===== src/rtl/adsc_defs.svh =====
// Register map, field positions, reset values and timing of the sense block
`ifndef ADSC_DEFS_SVH
`define ADSC_DEFS_SVH

// Register indices; byte address is four times the index
`define ADSC_IDX_CTL1      8'h2d
`define ADSC_IDX_CTL2      8'h2e
`define ADSC_IDX_DATA      8'h2f

// First control register fields
`define ADSC_C1_CH_MSB     7
`define ADSC_C1_CH_LSB     4
`define ADSC_C1_IRQ        3
`define ADSC_C1_BUSY       2
`define ADSC_C1_CMP        1
`define ADSC_C1_START      0

// Second control register fields
`define ADSC_C2_TRIG       4
`define ADSC_C2_IRQEN      3
`define ADSC_C2_FUNC       2
`define ADSC_C2_CONT       1
`define ADSC_C2_RESERVED_ONE       0

// Reset values
`define ADSC_CH_RST        4'h0
`define ADSC_BYTE_RST      8'h00
`define ADSC_RESERVED_ONE_VAL      1'b1

// Timing: clock period and instruction cycle in ns, durations in cycles
`define ADSC_CLK_NS        100
`define ADSC_ICYC_NS       100
`define ADSC_SENSE_ICYC    12
`define ADSC_SAMPLE_ICYC   8
`define ADSC_CONV_ICYC     44
`define ADSC_SENSE_CYC     ((`ADSC_SENSE_ICYC * `ADSC_ICYC_NS) / `ADSC_CLK_NS)
`define ADSC_SAMPLE_CYC    ((`ADSC_SAMPLE_ICYC * `ADSC_ICYC_NS) / `ADSC_CLK_NS)
`define ADSC_CONV_CYC      ((`ADSC_CONV_ICYC * `ADSC_ICYC_NS) / `ADSC_CLK_NS)

// AXI responses
`define ADSC_RESP_OKAY     2'h0
`define ADSC_RESP_SLVERR   2'h2

`endif


===== src/rtl/adsc_pkg.sv =====
// Types shared by the sense block
`default_nettype none
package adsc_pkg;

    typedef enum logic [2:0] {
        ADSC_IDLE    = 3'b001,
        ADSC_SAMPLE  = 3'b010,
        ADSC_COMPARE = 3'b100
    } adsc_state_type;

    typedef enum logic [1:0] {
        ADSC_REG_CTL1 = 2'h0,
        ADSC_REG_CTL2 = 2'h1,
        ADSC_REG_DATA = 2'h2,
        ADSC_REG_NONE = 2'h3
    } adsc_reg_type;

endpackage : adsc_pkg
`default_nettype wire


===== src/rtl/adsc_ctrl.sv =====
// Sense and conversion control of an 8-bit converter, AXI4-Lite registers
//
// Notes on behaviour
// - Sense takes twelve cycles, start to end
// - Start raises busy, routes selected channel
// - Sample eight cycles, then hold level
// - Compare held sample against loaded threshold
// - Sense sets flag only on condition match
// - No flag on mismatch; busy clears at end
// - Continuous: trigger rising edge starts operation
// - Continuous off: only software starts remain
// - Writing start bit begins an operation
// - Reset initialises everything; stop mode all but the bus interface
// - Conversion result held until next conversion ends
// - Software restart coinciding with completion sets no flag
// - Request stays high while flag and enable
// - Trigger selects timer or timebase output
// - Control one: flag 3, busy 2, start 0
// - Control two: continuous enable at bit 1
// - Condition zero: lower input is a match
// - Request forwarded when flag and enable
// - Data write sets threshold in sense mode, read gives result
`timescale 1ns/1ps
`default_nettype none
`include "adsc_defs.svh"

module adsc_ctrl
    import adsc_pkg::*;
#(
    parameter int ADDR_W = 12,
    parameter int NCH    = 8
) (
    input  wire logic                 aclk,
    input  wire logic                 aresetn,
    input  wire logic                 stop_mode,
    input  wire logic [NCH*8-1:0]     ain_levels,
    input  wire logic                 trig_timer,
    input  wire logic                 trig_timebase,
    input  wire logic                 awvalid,
    output logic                      awready,
    input  wire logic [ADDR_W-1:0]    awaddr,
    input  wire logic [2:0]           awprot,
    input  wire logic                 wvalid,
    output logic                      wready,
    input  wire logic [31:0]          wdata,
    input  wire logic [3:0]           wstrb,
    output logic                      bvalid,
    input  wire logic                 bready,
    output logic [1:0]                bresp,
    input  wire logic                 arvalid,
    output logic                      arready,
    input  wire logic [ADDR_W-1:0]    araddr,
    input  wire logic [2:0]           arprot,
    output logic                      rvalid,
    input  wire logic                 rready,
    output logic [31:0]               rdata,
    output logic [1:0]                rresp,
    output logic [3:0]                sh_route,
    output logic                      sh_sampling,
    output logic                      converter_irq_line
);

    localparam logic [5:0] SENSE_CYC  = 6'(`ADSC_SENSE_CYC);
    localparam logic [5:0] SAMPLE_CYC = 6'(`ADSC_SAMPLE_CYC);
    localparam logic [5:0] CONV_CYC   = 6'(`ADSC_CONV_CYC);
    ////////////////////////////////////////////////////////////////////////
    function automatic adsc_reg_type decode(input logic [ADDR_W-1:0] a);
        logic [9:0] ba;
        ba = 10'(a);
        if (32'(a) != 32'(ba))
            decode = ADSC_REG_NONE;
        else if (ba == {`ADSC_IDX_CTL1, 2'b00})
            decode = ADSC_REG_CTL1;
        else if (ba == {`ADSC_IDX_CTL2, 2'b00})
            decode = ADSC_REG_CTL2;
        else if (ba == {`ADSC_IDX_DATA, 2'b00})
            decode = ADSC_REG_DATA;
        else
            decode = ADSC_REG_NONE;
    endfunction : decode
    // Strict compare: equality never matches
    function automatic logic sense_match(input logic [7:0] lvl,
                                         input logic [7:0] thr,
                                         input logic       above);
        sense_match = above ? (lvl > thr) : (lvl < thr);
    endfunction : sense_match

    function automatic logic [7:0] pick(input logic [NCH*8-1:0] lv,
                                        input logic [3:0]       ch);
        pick = 8'h00;
        for (int i = 0; i < NCH; i++) begin
            if (32'(ch) == i)
                pick = lv[i*8 +: 8];
        end
    endfunction : pick

    ////////////////////////////////////////////////////////////////////////
    logic           rst_w;
    adsc_state_type state_r;
    logic [5:0]     cnt_r;
    logic [7:0]     hold_r;
    logic [7:0]     res_r;
    logic [7:0]     thr_r;
    logic [3:0]     ch_sel_r;
    logic           irq_flag_r;
    logic           cmp_cond_r;
    logic           trig_sel_r;
    logic           irq_en_r;
    logic           func_sel_r;
    logic           cont_en_r;
    logic [3:0]     route_r;
    logic           trig_prev_r;
    logic           aw_full_r;
    logic           w_full_r;
    logic [ADDR_W-1:0] awaddr_r;
    logic [31:0]    wdata_r;
    logic [3:0]     wstrb_r;
    logic           bvalid_r;
    logic [1:0]     bresp_r;
    logic           rvalid_r;
    logic [31:0]    rdata_r;
    logic [1:0]     rresp_r;

    logic           wr_do;
    adsc_reg_type   wr_reg;
    logic           wr_lane0;
    logic           wr_ctl1;
    logic           wr_ctl2;
    logic           sw_start;
    logic           trig_now;
    logic           trig_edge;
    logic           start_w;
    logic           busy_flag;
    logic [5:0]     total_w;
    logic           done_w;
    logic           match_w;
    logic           event_w;

    assign rst_w = !aresetn || stop_mode;
    ////////////////////////////////////////////////////////////////////////
    assign awready = !aw_full_r;
    assign wready  = !w_full_r;
    assign bvalid  = bvalid_r;
    assign bresp   = bresp_r;
    assign wr_do   = aw_full_r && w_full_r && !bvalid_r;
    assign wr_reg  = decode(awaddr_r);
    assign wr_lane0 = wr_do && wstrb_r[0];
    assign wr_ctl1 = wr_lane0 && (wr_reg == ADSC_REG_CTL1);
    assign wr_ctl2 = wr_lane0 && (wr_reg == ADSC_REG_CTL2);

    always_ff @(posedge aclk) begin
        if (!aresetn) begin
            aw_full_r <= 1'b0;
            awaddr_r  <= '0;
        end else if (awvalid && !aw_full_r) begin
            aw_full_r <= 1'b1;
            awaddr_r  <= awaddr;
        end else if (wr_do) begin
            aw_full_r <= 1'b0;
        end
    end

    always_ff @(posedge aclk) begin
        if (!aresetn) begin
            w_full_r <= 1'b0;
            wdata_r  <= '0;
            wstrb_r  <= '0;
        end else if (wvalid && !w_full_r) begin
            w_full_r <= 1'b1;
            wdata_r  <= wdata;
            wstrb_r  <= wstrb;
        end else if (wr_do) begin
            w_full_r <= 1'b0;
        end
    end

    always_ff @(posedge aclk) begin
        if (!aresetn) begin
            bvalid_r <= 1'b0;
            bresp_r  <= `ADSC_RESP_OKAY;
        end else if (wr_do) begin
            bvalid_r <= 1'b1;
            bresp_r  <= (wr_reg == ADSC_REG_NONE) ? `ADSC_RESP_SLVERR
                                                  : `ADSC_RESP_OKAY;
        end else if (bready) begin
            bvalid_r <= 1'b0;
        end
    end

    ////////////////////////////////////////////////////////////////////////
    assign arready = !rvalid_r;
    assign rvalid  = rvalid_r;
    assign rdata   = rdata_r;
    assign rresp   = rresp_r;

    always_ff @(posedge aclk) begin
        if (!aresetn) begin
            rvalid_r <= 1'b0;
            rdata_r  <= '0;
            rresp_r  <= `ADSC_RESP_OKAY;
        end else if (arvalid && !rvalid_r) begin
            rvalid_r <= 1'b1;
            rresp_r  <= `ADSC_RESP_OKAY;
            case (decode(araddr))
                ADSC_REG_CTL1: begin
                    rdata_r <= {24'h0, ch_sel_r, irq_flag_r, busy_flag,
                                cmp_cond_r, 1'b0};
                end
                ADSC_REG_CTL2: begin
                    rdata_r <= {27'h0, trig_sel_r, irq_en_r, func_sel_r,
                                cont_en_r, `ADSC_RESERVED_ONE_VAL};
                end
                ADSC_REG_DATA: rdata_r <= {24'h0, res_r};
                default: begin
                    rdata_r <= '0;
                    rresp_r <= `ADSC_RESP_SLVERR;
                end
            endcase
        end else if (rready) begin
            rvalid_r <= 1'b0;
        end
    end

    ////////////////////////////////////////////////////////////////////////
    always_ff @(posedge aclk) begin
        if (rst_w) begin
            ch_sel_r   <= `ADSC_CH_RST;
            cmp_cond_r <= 1'b0;
        end else if (wr_ctl1) begin
            ch_sel_r   <= wdata_r[`ADSC_C1_CH_MSB:`ADSC_C1_CH_LSB];
            cmp_cond_r <= wdata_r[`ADSC_C1_CMP];
        end
    end

    always_ff @(posedge aclk) begin
        if (rst_w) begin
            trig_sel_r <= 1'b0;
            irq_en_r   <= 1'b0;
            func_sel_r <= 1'b0;
            cont_en_r  <= 1'b0;
        end else if (wr_ctl2) begin
            trig_sel_r <= wdata_r[`ADSC_C2_TRIG];
            irq_en_r   <= wdata_r[`ADSC_C2_IRQEN];
            func_sel_r <= wdata_r[`ADSC_C2_FUNC];
            cont_en_r  <= wdata_r[`ADSC_C2_CONT];
        end
    end

    // Threshold is write-only, and only in sense mode
    always_ff @(posedge aclk) begin
        if (rst_w)
            thr_r <= `ADSC_BYTE_RST;
        else if (wr_lane0 && wr_reg == ADSC_REG_DATA && func_sel_r)
            thr_r <= wdata_r[7:0];
    end

    ////////////////////////////////////////////////////////////////////////
    assign sw_start  = wr_ctl1 && wdata_r[`ADSC_C1_START];
    assign trig_now  = trig_sel_r ? trig_timebase : trig_timer;
    assign trig_edge = trig_now && !trig_prev_r;
    assign start_w   = sw_start || (cont_en_r && trig_edge);

    always_ff @(posedge aclk) begin
        if (rst_w)
            trig_prev_r <= 1'b0;
        else
            trig_prev_r <= trig_now;
    end

    ////////////////////////////////////////////////////////////////////////
    assign busy_flag = (state_r != ADSC_IDLE);
    assign total_w   = func_sel_r ? SENSE_CYC : CONV_CYC;
    assign done_w    = (state_r == ADSC_COMPARE) && (cnt_r == total_w);
    assign match_w   = sense_match(hold_r, thr_r, cmp_cond_r);

    // A restart always wins over the current operation
    always_ff @(posedge aclk) begin
        if (rst_w) begin
            state_r <= ADSC_IDLE;
            cnt_r   <= 6'h0;
        end else if (start_w) begin
            state_r <= ADSC_SAMPLE;
            cnt_r   <= 6'h1;
        end else begin
            case (state_r)
                ADSC_IDLE: cnt_r <= 6'h0;
                ADSC_SAMPLE: begin
                    cnt_r <= cnt_r + 6'h1;
                    if (cnt_r == SAMPLE_CYC)
                        state_r <= ADSC_COMPARE;
                end
                ADSC_COMPARE: begin
                    cnt_r <= cnt_r + 6'h1;
                    if (done_w)
                        state_r <= ADSC_IDLE;
                end
                default: begin
                    state_r <= ADSC_IDLE;
                    cnt_r   <= 6'h0;
                end
            endcase
        end
    end

    always_ff @(posedge aclk) begin
        if (rst_w)
            hold_r <= `ADSC_BYTE_RST;
        else if (state_r == ADSC_SAMPLE)
            hold_r <= pick(ain_levels, route_r);
    end

    always_ff @(posedge aclk) begin
        if (rst_w)
            route_r <= `ADSC_CH_RST;
        else if (start_w)
            route_r <= ch_sel_r;
    end

    assign sh_route    = route_r;
    assign sh_sampling = (state_r == ADSC_SAMPLE);

    always_ff @(posedge aclk) begin
        if (rst_w)
            res_r <= `ADSC_BYTE_RST;
        else if (done_w && !func_sel_r)
            res_r <= hold_r;
    end

    ////////////////////////////////////////////////////////////////////////
    assign event_w = done_w && (func_sel_r ? match_w : 1'b1);

    // Set wins over a write of zero; a coinciding software restart drops the set
    always_ff @(posedge aclk) begin
        if (rst_w)
            irq_flag_r <= 1'b0;
        else if (event_w && !sw_start)
            irq_flag_r <= 1'b1;
        else if (wr_ctl1 && !wdata_r[`ADSC_C1_IRQ])
            irq_flag_r <= 1'b0;
    end

    assign converter_irq_line = irq_flag_r && irq_en_r;

    ////////////////////////////////////////////////////////////////////////
    logic [5:0] act_cnt_r;
    always_ff @(posedge aclk) begin
        if (rst_w)
            act_cnt_r <= 6'h0;
        else if (start_w)
            act_cnt_r <= 6'h1;
        else if (busy_flag)
            act_cnt_r <= act_cnt_r + 6'h1;
    end
endmodule : adsc_ctrl

`default_nettype wire


===== config.mk =====
export PLATFORM = sky130hd
export DESIGN_NAME = adsc_ctrl
export DESIGN_NICKNAME = d
export VERILOG_FILES = /design/src/rtl/adsc_pkg.sv /design/src/rtl/adsc_ctrl.sv
export VERILOG_INCLUDE_DIRS = /design/src /design/src/rtl
export SDC_FILE = /design/constraint.sdc
export NUM_CORES = 1
export LEC_CHECK = 0
export ABC_AREA = 1
export BUFFER_PORTS_ARGS = -buffer_cell sky130_fd_sc_hd__clkbuf_2
export CAP_MARGIN = 10
export CORE_MARGIN = 1
export CORE_UTILIZATION = 52
export CTS_CLUSTER_DIAMETER = 60
export DETAILED_ROUTE_END_ITERATION = 10
export PLACE_DENSITY_LB_ADDON = 0.25
export SYNTH_ARGS = -nofsm -noshare
export SYNTH_HDL_FRONTEND = slang
export SYNTH_SLANG_ARGS = --single-unit

===== constraint.sdc =====
create_clock -name aclk -period 4 [get_ports aclk]
set_clock_uncertainty 0.05 [all_clocks]
set_input_delay 0.8 -clock aclk [delete_from_list [all_inputs] [get_ports aclk]]
set_output_delay 0.8 -clock aclk [all_outputs]
set_load 0.005 [all_outputs]

==> impl_metrics.ini, run 1 <==
[outcome]
status = completed

[floorplanning]
die-height_um = 94.2
die-area_um2 = 8870
ios = 187
rows = 33
core_area_um2 = 8220
start_util_pct = 53.8
die_x_um = 94.2

[logic_synthesis]
synth_area_um2 = 4420
ys_ff_latch = 83
synth.distinct_cells = 39
synthArstFlopShare_pct = 0
yosysWarnings = 0
yosysSeqAreaShare_pct = 37.6
synth_top_area_cell = dfxtp_1
yosys_most_used_dff = dfxtp_1
netlist.area_leader.share_pct = 37.6
synthTopCellsByCount = nor2_1, nand2_1, dfxtp_1, inv_1, nand3_1
synthCells = 634
syn_area_per_cell_um2 = 6.97
synth_edf_count = 0
yosys-top-cells-area = dfxtp_1, nor2_1, nand2_1
post-synth-top-count-cell = nor2_1

[final_layout]
finish.net_count = 909
area.growth.synth_to_final_pct = 18.8
post-route-cell-area_um2 = 5250
n_antenna_cell = 0
layout-drive-gt1-share_pct = 23.2

[placed_design]
place_hpwl_um = 7940
dpl_cell_area_um2 = 5020
port-buffer-count = 127
place_congestion = 0.918

[cts]
cts.sinks = 83
cts_tree = yes
cts_resized = 0
insertion_delay_ns = 0.36
clk_pin_slew_ns = 0.08
clock_path_buffers = 2
cts_buffers = 9
postCtsSetupRepairBufs = 0
htree_num_levels = 3
root_buffer = clkbuf_8
cts-hold-fix-buffers = 0

[drt]
route.vias.total = 4381
dr.pass1.iters = 5
drc = 0
routedWlPerCell_um = 11.7
vias_per_cell = 5.04
antenna_left = 0
drtIter0Drc = 207
wl_um = 10200

[timing]
tightest_slew_ns = 0.891
finalCritPeriodShare_pct = 58.1
rsz0062_at_grt = no
fin_crit_ns = 2.33
slew_viol_final = 0
setup_viol = 0
hold_viol = 0
slew_headroom_pct = 40.4
finalSetupTns_ns = 0
fmax_mhz = 430

[grt]
use_met3_pct = 3.48
antenna_found_initial = 0
grt_pass1_vias = 3754
grt_use_met1_pct = 28.1
grt.total_usage_pct = 23.4
grt_overflow = 0
grt_max_degree = 28
grt_first_pass_wirelength_um = 16400
grt-busiest-layer = met2
use_met2_pct = 41.1

[worst_hold_path]
whs_endpoint = awaddr_r[7]
hold_path_depth = 2
worstHoldPathType = reg2reg
worstHoldStart = awaddr_r[7]

[critical_path]
endpoint_kind = flip-flop
cp_max_fo = 27
r2r-start = bvalid
worst_ep_required_time_ns = 4.24
worstRegToRegCells = 8
critPathArrivalTime_ns = 2.56
worstReg2RegEnd = cnt_r[2]
cp-start-kind = primary input
crit_type = in2reg
ff2ff_setup_slack_ns = 1.89

[power_and_ir_drop]
p_leak_nw = 2.53
ir_worst_vdd_mv = 0.227
power_density_nw_per_um2 = 322

[job]
cap_violations = 0
-- critical path, cell delays in order --
cell and delay [ns]:
clkbuf_2 0.34, inv_2 0.21, nor2_4 0.47, inv_2 0.29
nor2_1 0.16, nand2_1 0.14, nor2_1 0.16
-- metal layers --
metal  part of all wire, %  vias up
met5                     0        -
met4                   2.3        0
li1                      -     2262
met3                   4.6       25
met1                    44     1955
met2                    49      139
-- flip-flops by register name (all words and copies together), names as in the netlist, 4 cells and up --
name / count
res_r: 8
sh_route: 4
hold_r: 8
rdata: 8
thr_r: 8
ch_sel_r: 4
wdata_r: 8
cnt_r: 6
awaddr_r: 12
-- kinds of logic after synthesis --
group,Yosys count,synth area share [%]
adders and majority gates,10,2.83
DFF,83,37.6
buffers and inverters,117,12.6
other,1,0.0849
muxes,1,0.227
AOI/OAI and AO/OA,113,14.1
and+or+nand+nor,305,31.8
xor gates and xnor gates,4,0.793
-- stage by stage --
step	hold WS, ns	utilization, %	setup slack, ns	power, mW	instances
floorplan	0.380	-	2.13	0.983	659
global placement	0.392	61.1	1.34	1.04	853
detailed placement	0.395	61.1	1.33	1.04	853
CTS	0.408	63.9	1.70	1.70	869
global route	0.451	63.9	1.41	1.76	869
finish	0.412	63.9	1.67	1.69	869
-- cell usage in the layout, fill, tap and decap left out, types with 2 or more instances in the layout --
cell type / count
o21a_1: 2
a21oi_2: 2
o21ai_1: 7
nand3_1: 53
ha_1: 10
nor2_4: 5
inv_1: 70
nand2_2: 2
clkbuf_8: 9
bufinv_16: 2
clkbuf_2: 127
clkinvlp_4: 3
xor2_1: 3
nor2_1: 114
nand2_1: 92
inv_2: 7
nor2_2: 8
conb_1: 26
dfxtp_1: 83
a211oi_1: 7
a31oi_1: 3
o211ai_1: 3
o21ai_0: 45
o21bai_1: 2
nor3_2: 3
a21oi_1: 41
nor3_1: 5
nand4_1: 17
-- power breakdown --
group          leakage, nW  internal, mW  total, mW  switching (mW)
Sequential           0.676         0.851      0.865          0.0147
Combinational         1.75        0.0690      0.160          0.0907
Clock                0.102         0.354      0.665           0.311
Total                 2.53          1.27       1.69           0.416
-- layout make-up --
| type | instances | area, um^2 |
|---|---|---|
| clock inverter | 7 | 100 |
| tap | 105 | 131 |
| sequential | 83 | 1660 |
| multi-input combinational | 459 | 2290 |
| fill | 764 | 2970 |
| timing repair buffer | 128 | 643 |
| clock buffer | 9 | 124 |
| inverter | 78 | 293 |
-- worst max path at each step --
stage / start / to / depth (start not counted)
global route: aresetn / cnt_r[3] / 7
finish: aresetn / cnt_r[2] / 7
CTS: aresetn / cnt_r[2] / 7
global placement: aresetn / cnt_r[4] / 7
floorplan: araddr[1] / rdata[1] / 7
detailed placement: aresetn / cnt_r[2] / 7
Note: power is estimated with default switching activity, not from simulation.
==> inputs of run 2 (changes only) <==
--- a/config.mk
+++ b/config.mk
@@ -10,7 +10,7 @@
 export BUFFER_PORTS_ARGS = -buffer_cell sky130_fd_sc_hd__clkbuf_2
 export CAP_MARGIN = 10
 export CORE_MARGIN = 1
-export CORE_UTILIZATION = 52
+export CORE_UTILIZATION = 48
 export CTS_CLUSTER_DIAMETER = 60
 export DETAILED_ROUTE_END_ITERATION = 10
 export PLACE_DENSITY_LB_ADDON = 0.25
==> constraint.sdc (replaced) <==
create_clock -name aclk -period 2.35 [get_ports aclk]
set_clock_uncertainty 0.05 [all_clocks]
set_input_delay 0.47 -clock aclk [delete_from_list [all_inputs] [get_ports aclk]]
set_output_delay 0.47 -clock aclk [all_outputs]
set_load 0.005 [all_outputs]
==> run 2 against run 1 <==
Net effect:
- the run now ends with DRC left
- via count shrank 0.11%
- die area grew 8.2%
- global-route usage shrank 0.82 points
- count of clock-buffer cells in the layout grew 2
- clock power grew 95%
- critical path type is now reg2reg
- first-iteration DRC count shrank 22%
- utilization shrank 3.4 points
- cell count grew 0.92%
==> impl_metrics.ini, run 2 (same netlist as run 1, synthesis figures left out) <==
[outcome]
status = finished, violations left
violations = DRC

[critical_path]
worst_ep_required_time_ns = 2.60
endpoint_kind = flip-flop
cp_max_fo = 25
critPathArrivalTime_ns = 2.26
ff2ff_setup_slack_ns = 0.33
cp-start-kind = flip-flop
crit_type = reg2reg

[cts]
root_buffer = clkbuf_8
cts_resized = 0
htree_num_levels = 3
clk_pin_slew_ns = 0.09
cts.sinks = 83
postCtsSetupRepairBufs = 0
cts_tree = yes
cts_buffers = 9
cts-hold-fix-buffers = 0
clock_path_buffers = 2
insertion_delay_ns = 0.37

[timing]
fmax_mhz = 496
tightest_slew_ns = 0.791
rsz0062_at_grt = no
slew_headroom_pct = 47.2
hold_viol = 0
setup_viol = 0
finalCritPeriodShare_pct = 85.8
finalSetupTns_ns = 0
fin_crit_ns = 2.02
slew_viol_final = 0

[drt]
antenna_left = 0
wl_um = 10500
route.vias.total = 4376
drc = 10
vias_per_cell = 4.99
drtIter0Drc = 162
routedWlPerCell_um = 12.0
dr.pass1.iters = 11

[grt]
grt-busiest-layer = met2
grt_overflow = 0
grt_max_degree = 27
antenna_found_initial = 0
grt_first_pass_wirelength_um = 17700
grt.total_usage_pct = 22.6
use_met3_pct = 4.44
use_met2_pct = 39.9
grt_use_met1_pct = 26.3
grt_pass1_vias = 4194

[power_and_ir_drop]
seqPwrFrac_pct = 48.4
power_density_nw_per_um2 = 572
swShare_pct = 23.2
intPower_mw = 2.34
power_frac_comb_pct = 9.1
p_sw_uw = 706
ir_worst_vdd_mv = 0.406
clockPowerShare_pct = 42.5
p_leak_nw = 2.58

[floorplanning]
start_util_pct = 50.2
die_x_um = 97.9
core_area_um2 = 8810
ios = 187
die-area_um2 = 9590
die-height_um = 97.9
rows = 34

[final_layout]
final_util_pct = 60.5
n_antenna_cell = 0
finish.net_count = 914
mostFrequentLayoutCells = clkbuf_2, nor2_1, nand2_1, dfxtp_1, inv_1
area.growth.synth_to_final_pct = 20.5
largest_reg_flops = 12
top_register = awaddr_r
layout-drive-gt1-share_pct = 23.7
mostFrequentLayoutCell = clkbuf_2

[placed_design]
place_hpwl_um = 8290
port-buffer-count = 127
place_congestion = 0.844

[worst_hold_path]
worstHoldPathType = in2reg

[job]
cap_violations = 0
[run 2: cell count changes in the layout (fill, tap and decap cells not counted), sizes merged]
cell      before  now
buf            1    6
bufinv         2    3
clkbuf       136  138
clkinvlp       3    0
[run 2: routing by layer]
metal,wire (um),up-vias
li1,-,2268
met3,533,32
met4,277,0
met1,4470,1942
met5,0,-
met2,5270,134
[run 2: power by group through the flow]
stage | combinational, mW | sequential (mW) | clock (mW)
after floorplan | 0.172 | 1.50 | 0
after global placement | 0.270 | 1.50 | 0
after detailed placement | 0.276 | 1.51 | 0
after CTS | 0.278 | 1.47 | 1.31
after global routing | 0.311 | 1.48 | 1.37
final | 0.276 | 1.47 | 1.30
[run 2: area by class of cell]
| class | count | area [um^2] |
|---|---|---|
| clock buffers | 11 | 151 |
| clock inverters | 5 | 108 |
| fillers | 845 | 3480 |
| inverters | 78 | 293 |
| multi-input cells | 459 | 2290 |
| flip-flops and latches | 83 | 1660 |
| well taps | 108 | 135 |
| repair buffers | 133 | 681 |
[run 2: final timing paths]
check	start	endpoint	cells past startpoint
worst max-delay path	sh_route[2]	hold_r[0]	7
worst min-delay path	awaddr[10]	awaddr_r[10]	3
worst max register to register	sh_route[2]	hold_r[0]	7
worst min register to register	awaddr_r[7]	awaddr_r[7]	2
[run 2: through the flow]
stage                     instances  cell area [um^2]  setup slack, ns  hold WS, ns  total power, mW
after CTS                       877              5320            0.344        0.267             3.06
after detailed placement        861              5060            0.366        0.394             1.78
after floorplan                 659              4510            0.815        0.380             1.67
final                           877              5320            0.333        0.273             3.04
after global routing            877              5320           0.0561        0.284             3.16
after global placement          861              5060            0.433        0.391             1.77
[run 2: worst max-delay path, cell delays in order, from the launching register on]
cell     delay [ns]
dfxtp_1        0.35
nor2_2         0.64
nand3_1        0.40
nor2_1         0.18
nor2_1         0.07
nand4_1        0.10
nand2_1        0.07
a21oi_1        0.11
==> inputs of run 3 (changes only) <==
--- a/config.mk
+++ b/config.mk
@@ -9,8 +9,10 @@
 export ABC_AREA = 1
 export BUFFER_PORTS_ARGS = -buffer_cell sky130_fd_sc_hd__clkbuf_2
 export CAP_MARGIN = 10
+export CELL_PAD_IN_SITES_DETAIL_PLACEMENT = 1
+export CELL_PAD_IN_SITES_GLOBAL_PLACEMENT = 1
 export CORE_MARGIN = 1
-export CORE_UTILIZATION = 48
+export CORE_UTILIZATION = 33
 export CTS_CLUSTER_DIAMETER = 60
 export DETAILED_ROUTE_END_ITERATION = 10
 export PLACE_DENSITY_LB_ADDON = 0.25
==> run 3 against run 2 <==
Net effect:
- the run now ends clean
- count of clock-buffer cells in the layout stayed put
- final area up 2.2%
- first-iteration DRC count is 1.9% lower
- setup slack lost 0.069 ns
- sequential cell count did not move
- combinational power grew 3%
- routed wire length grew 19%
- cell count increased by 7.3%
- critical path type unchanged
==> impl_metrics.ini, run 3 (same netlist as run 1, synthesis figures left out) <==
[outcome]
status = completed

[power_and_ir_drop]
p_leak_nw = 2.58
intPower_mw = 2.40
power_frac_comb_pct = 9.0
swShare_pct = 24.2
ir_worst_vdd_mv = 0.406
p_sw_uw = 768
clockPowerShare_pct = 44.4
power_density_nw_per_um2 = 582
seqPwrFrac_pct = 46.6

[floorplanning]
die-height_um = 118
start_util_pct = 34.4
ios = 187
die-area_um2 = 13900
core_area_um2 = 12800
die_x_um = 118
rows = 41

[worst_hold_path]
worstHoldPathType = in2reg

[timing]
setup_viol = 0
fmax_mhz = 479
tightest_slew_ns = 0.837
rsz0062_at_grt = no
finalSetupTns_ns = 0
slew_headroom_pct = 44.1
fin_crit_ns = 2.09
finalCritPeriodShare_pct = 88.8
slew_viol_final = 0
hold_viol = 0

[cts]
insertion_delay_ns = 0.34
cts_buffers = 9
htree_num_levels = 3
cts.sinks = 83
clock_path_buffers = 2
root_buffer = clkbuf_16
cts_tree = yes
cts-hold-fix-buffers = 0
clk_pin_slew_ns = 0.06

[drt]
wl_um = 12600
drc = 0
vias_per_cell = 4.70
route.vias.total = 4421
dr.pass1.iters = 4
drtIter0Drc = 159
routedWlPerCell_um = 13.4
antenna_left = 0

[critical_path]
cpPeakStageDelay_ns = 0.67
cp-start-kind = flip-flop
crit_type = reg2reg
worstPathCellList = nor2_2 -> nand3_1 -> nor2_1 -> nor2_1 -> nand4_1 -> nand2_1 -> a21oi_1
critPathBufInv = 0
worst_ep_required_time_ns = 2.58
cpMaxStageDelayCell = nor2_2
crit_family = simple AND/OR/NAND/NOR gates
critPathArrivalTime_ns = 2.31
endpoint_kind = flip-flop
cp_max_fo = 25
cp_common_cell = nor2_1

[final_layout]
area.growth.synth_to_final_pct = 23.2
layout-drive-gt1-share_pct = 23.5
mostFrequentLayoutCells = clkbuf_2, nor2_1, nand2_1, dfxtp_1, inv_1
largest_reg_flops = 12
post-route-cell-area_um2 = 5440
mostFrequentLayoutCell = clkbuf_2
finish.net_count = 914
n_antenna_cell = 0
top_register = awaddr_r

[grt]
grt.total_usage_pct = 18.7
grt_pass1_vias = 4534
grt_max_degree = 27
grt_first_pass_wirelength_um = 21100
grt_overflow = 0
antenna_found_initial = 0

[job]
cap_violations = 0

[placed_design]
dpl_cell_area_um2 = 5140
port-buffer-count = 127
place_congestion = 0.804
place_hpwl_um = 10100
-- run 3: worst paths after layout --
check                   start     endpoint  slack [ns]  depth (start not counted)
setup / recovery  sh_route[2]    hold_r[5]        0.26                          7
hold / removal       wdata[3]   wdata_r[3]        0.30                          3
setup reg to reg  sh_route[2]    hold_r[5]        0.26                          7
hold reg to reg   awaddr_r[7]  awaddr_r[7]        0.41                          2
-- run 3: what timing repair did --
item                                    CTS  global route
endpoints found under the setup margin    0             5
setup buffers                             0             0
gates resized for setup                   0             1
-- run 3: metal layers --
layer / global-route usage [%] / vias to the layer above / wire length, um
met4: 4.73 / 0 / 172
met1: 22.2 / 2066 / 5640
met2: 33.8 / 74 / 6340
li1: - / 2266 / -
met5: 0 / - / 0
met3: 4.02 / 15 / 419
-- run 3: worst min-delay path, stage by stage --
cell and delay, ns:
clkbuf_2 0.08, nor2_1 0.03, nor2_1 0.08
-- run 3: metrics by stage --
stage	std cells	hold WS, ns	power [mW]	util (%)	setup slack, ns
after global routing	941	0.313	3.28	42.4	0.0390
after CTS	941	0.295	3.19	42.4	0.214
after floorplan	659	0.380	1.67	-	0.815
after global placement	925	0.391	1.78	40.1	0.242
after detailed placement	925	0.402	1.79	40.1	0.212
final	941	0.299	3.17	42.4	0.263
-- run 3: power groups by stage --
| stage | clock (mW) | sequential [mW] | combinational, mW |
|---|---|---|---|
| after global routing | 1.48 | 1.48 | 0.322 |
| after CTS | 1.43 | 1.48 | 0.287 |
| after global placement | 0 | 1.51 | 0.275 |
| final | 1.41 | 1.48 | 0.283 |
| after floorplan | 0 | 1.50 | 0.172 |
| after detailed placement | 0 | 1.51 | 0.285 |
-- run 3: area by class of cell --
type,count,area [um^2]
clock inverter,5,61.3
timing repair buffer,133,681
fill,1727,7380
tap,172,215
inverter,78,293
sequential,83,1660
clock buffer,11,233
multi-input combinational,459,2300
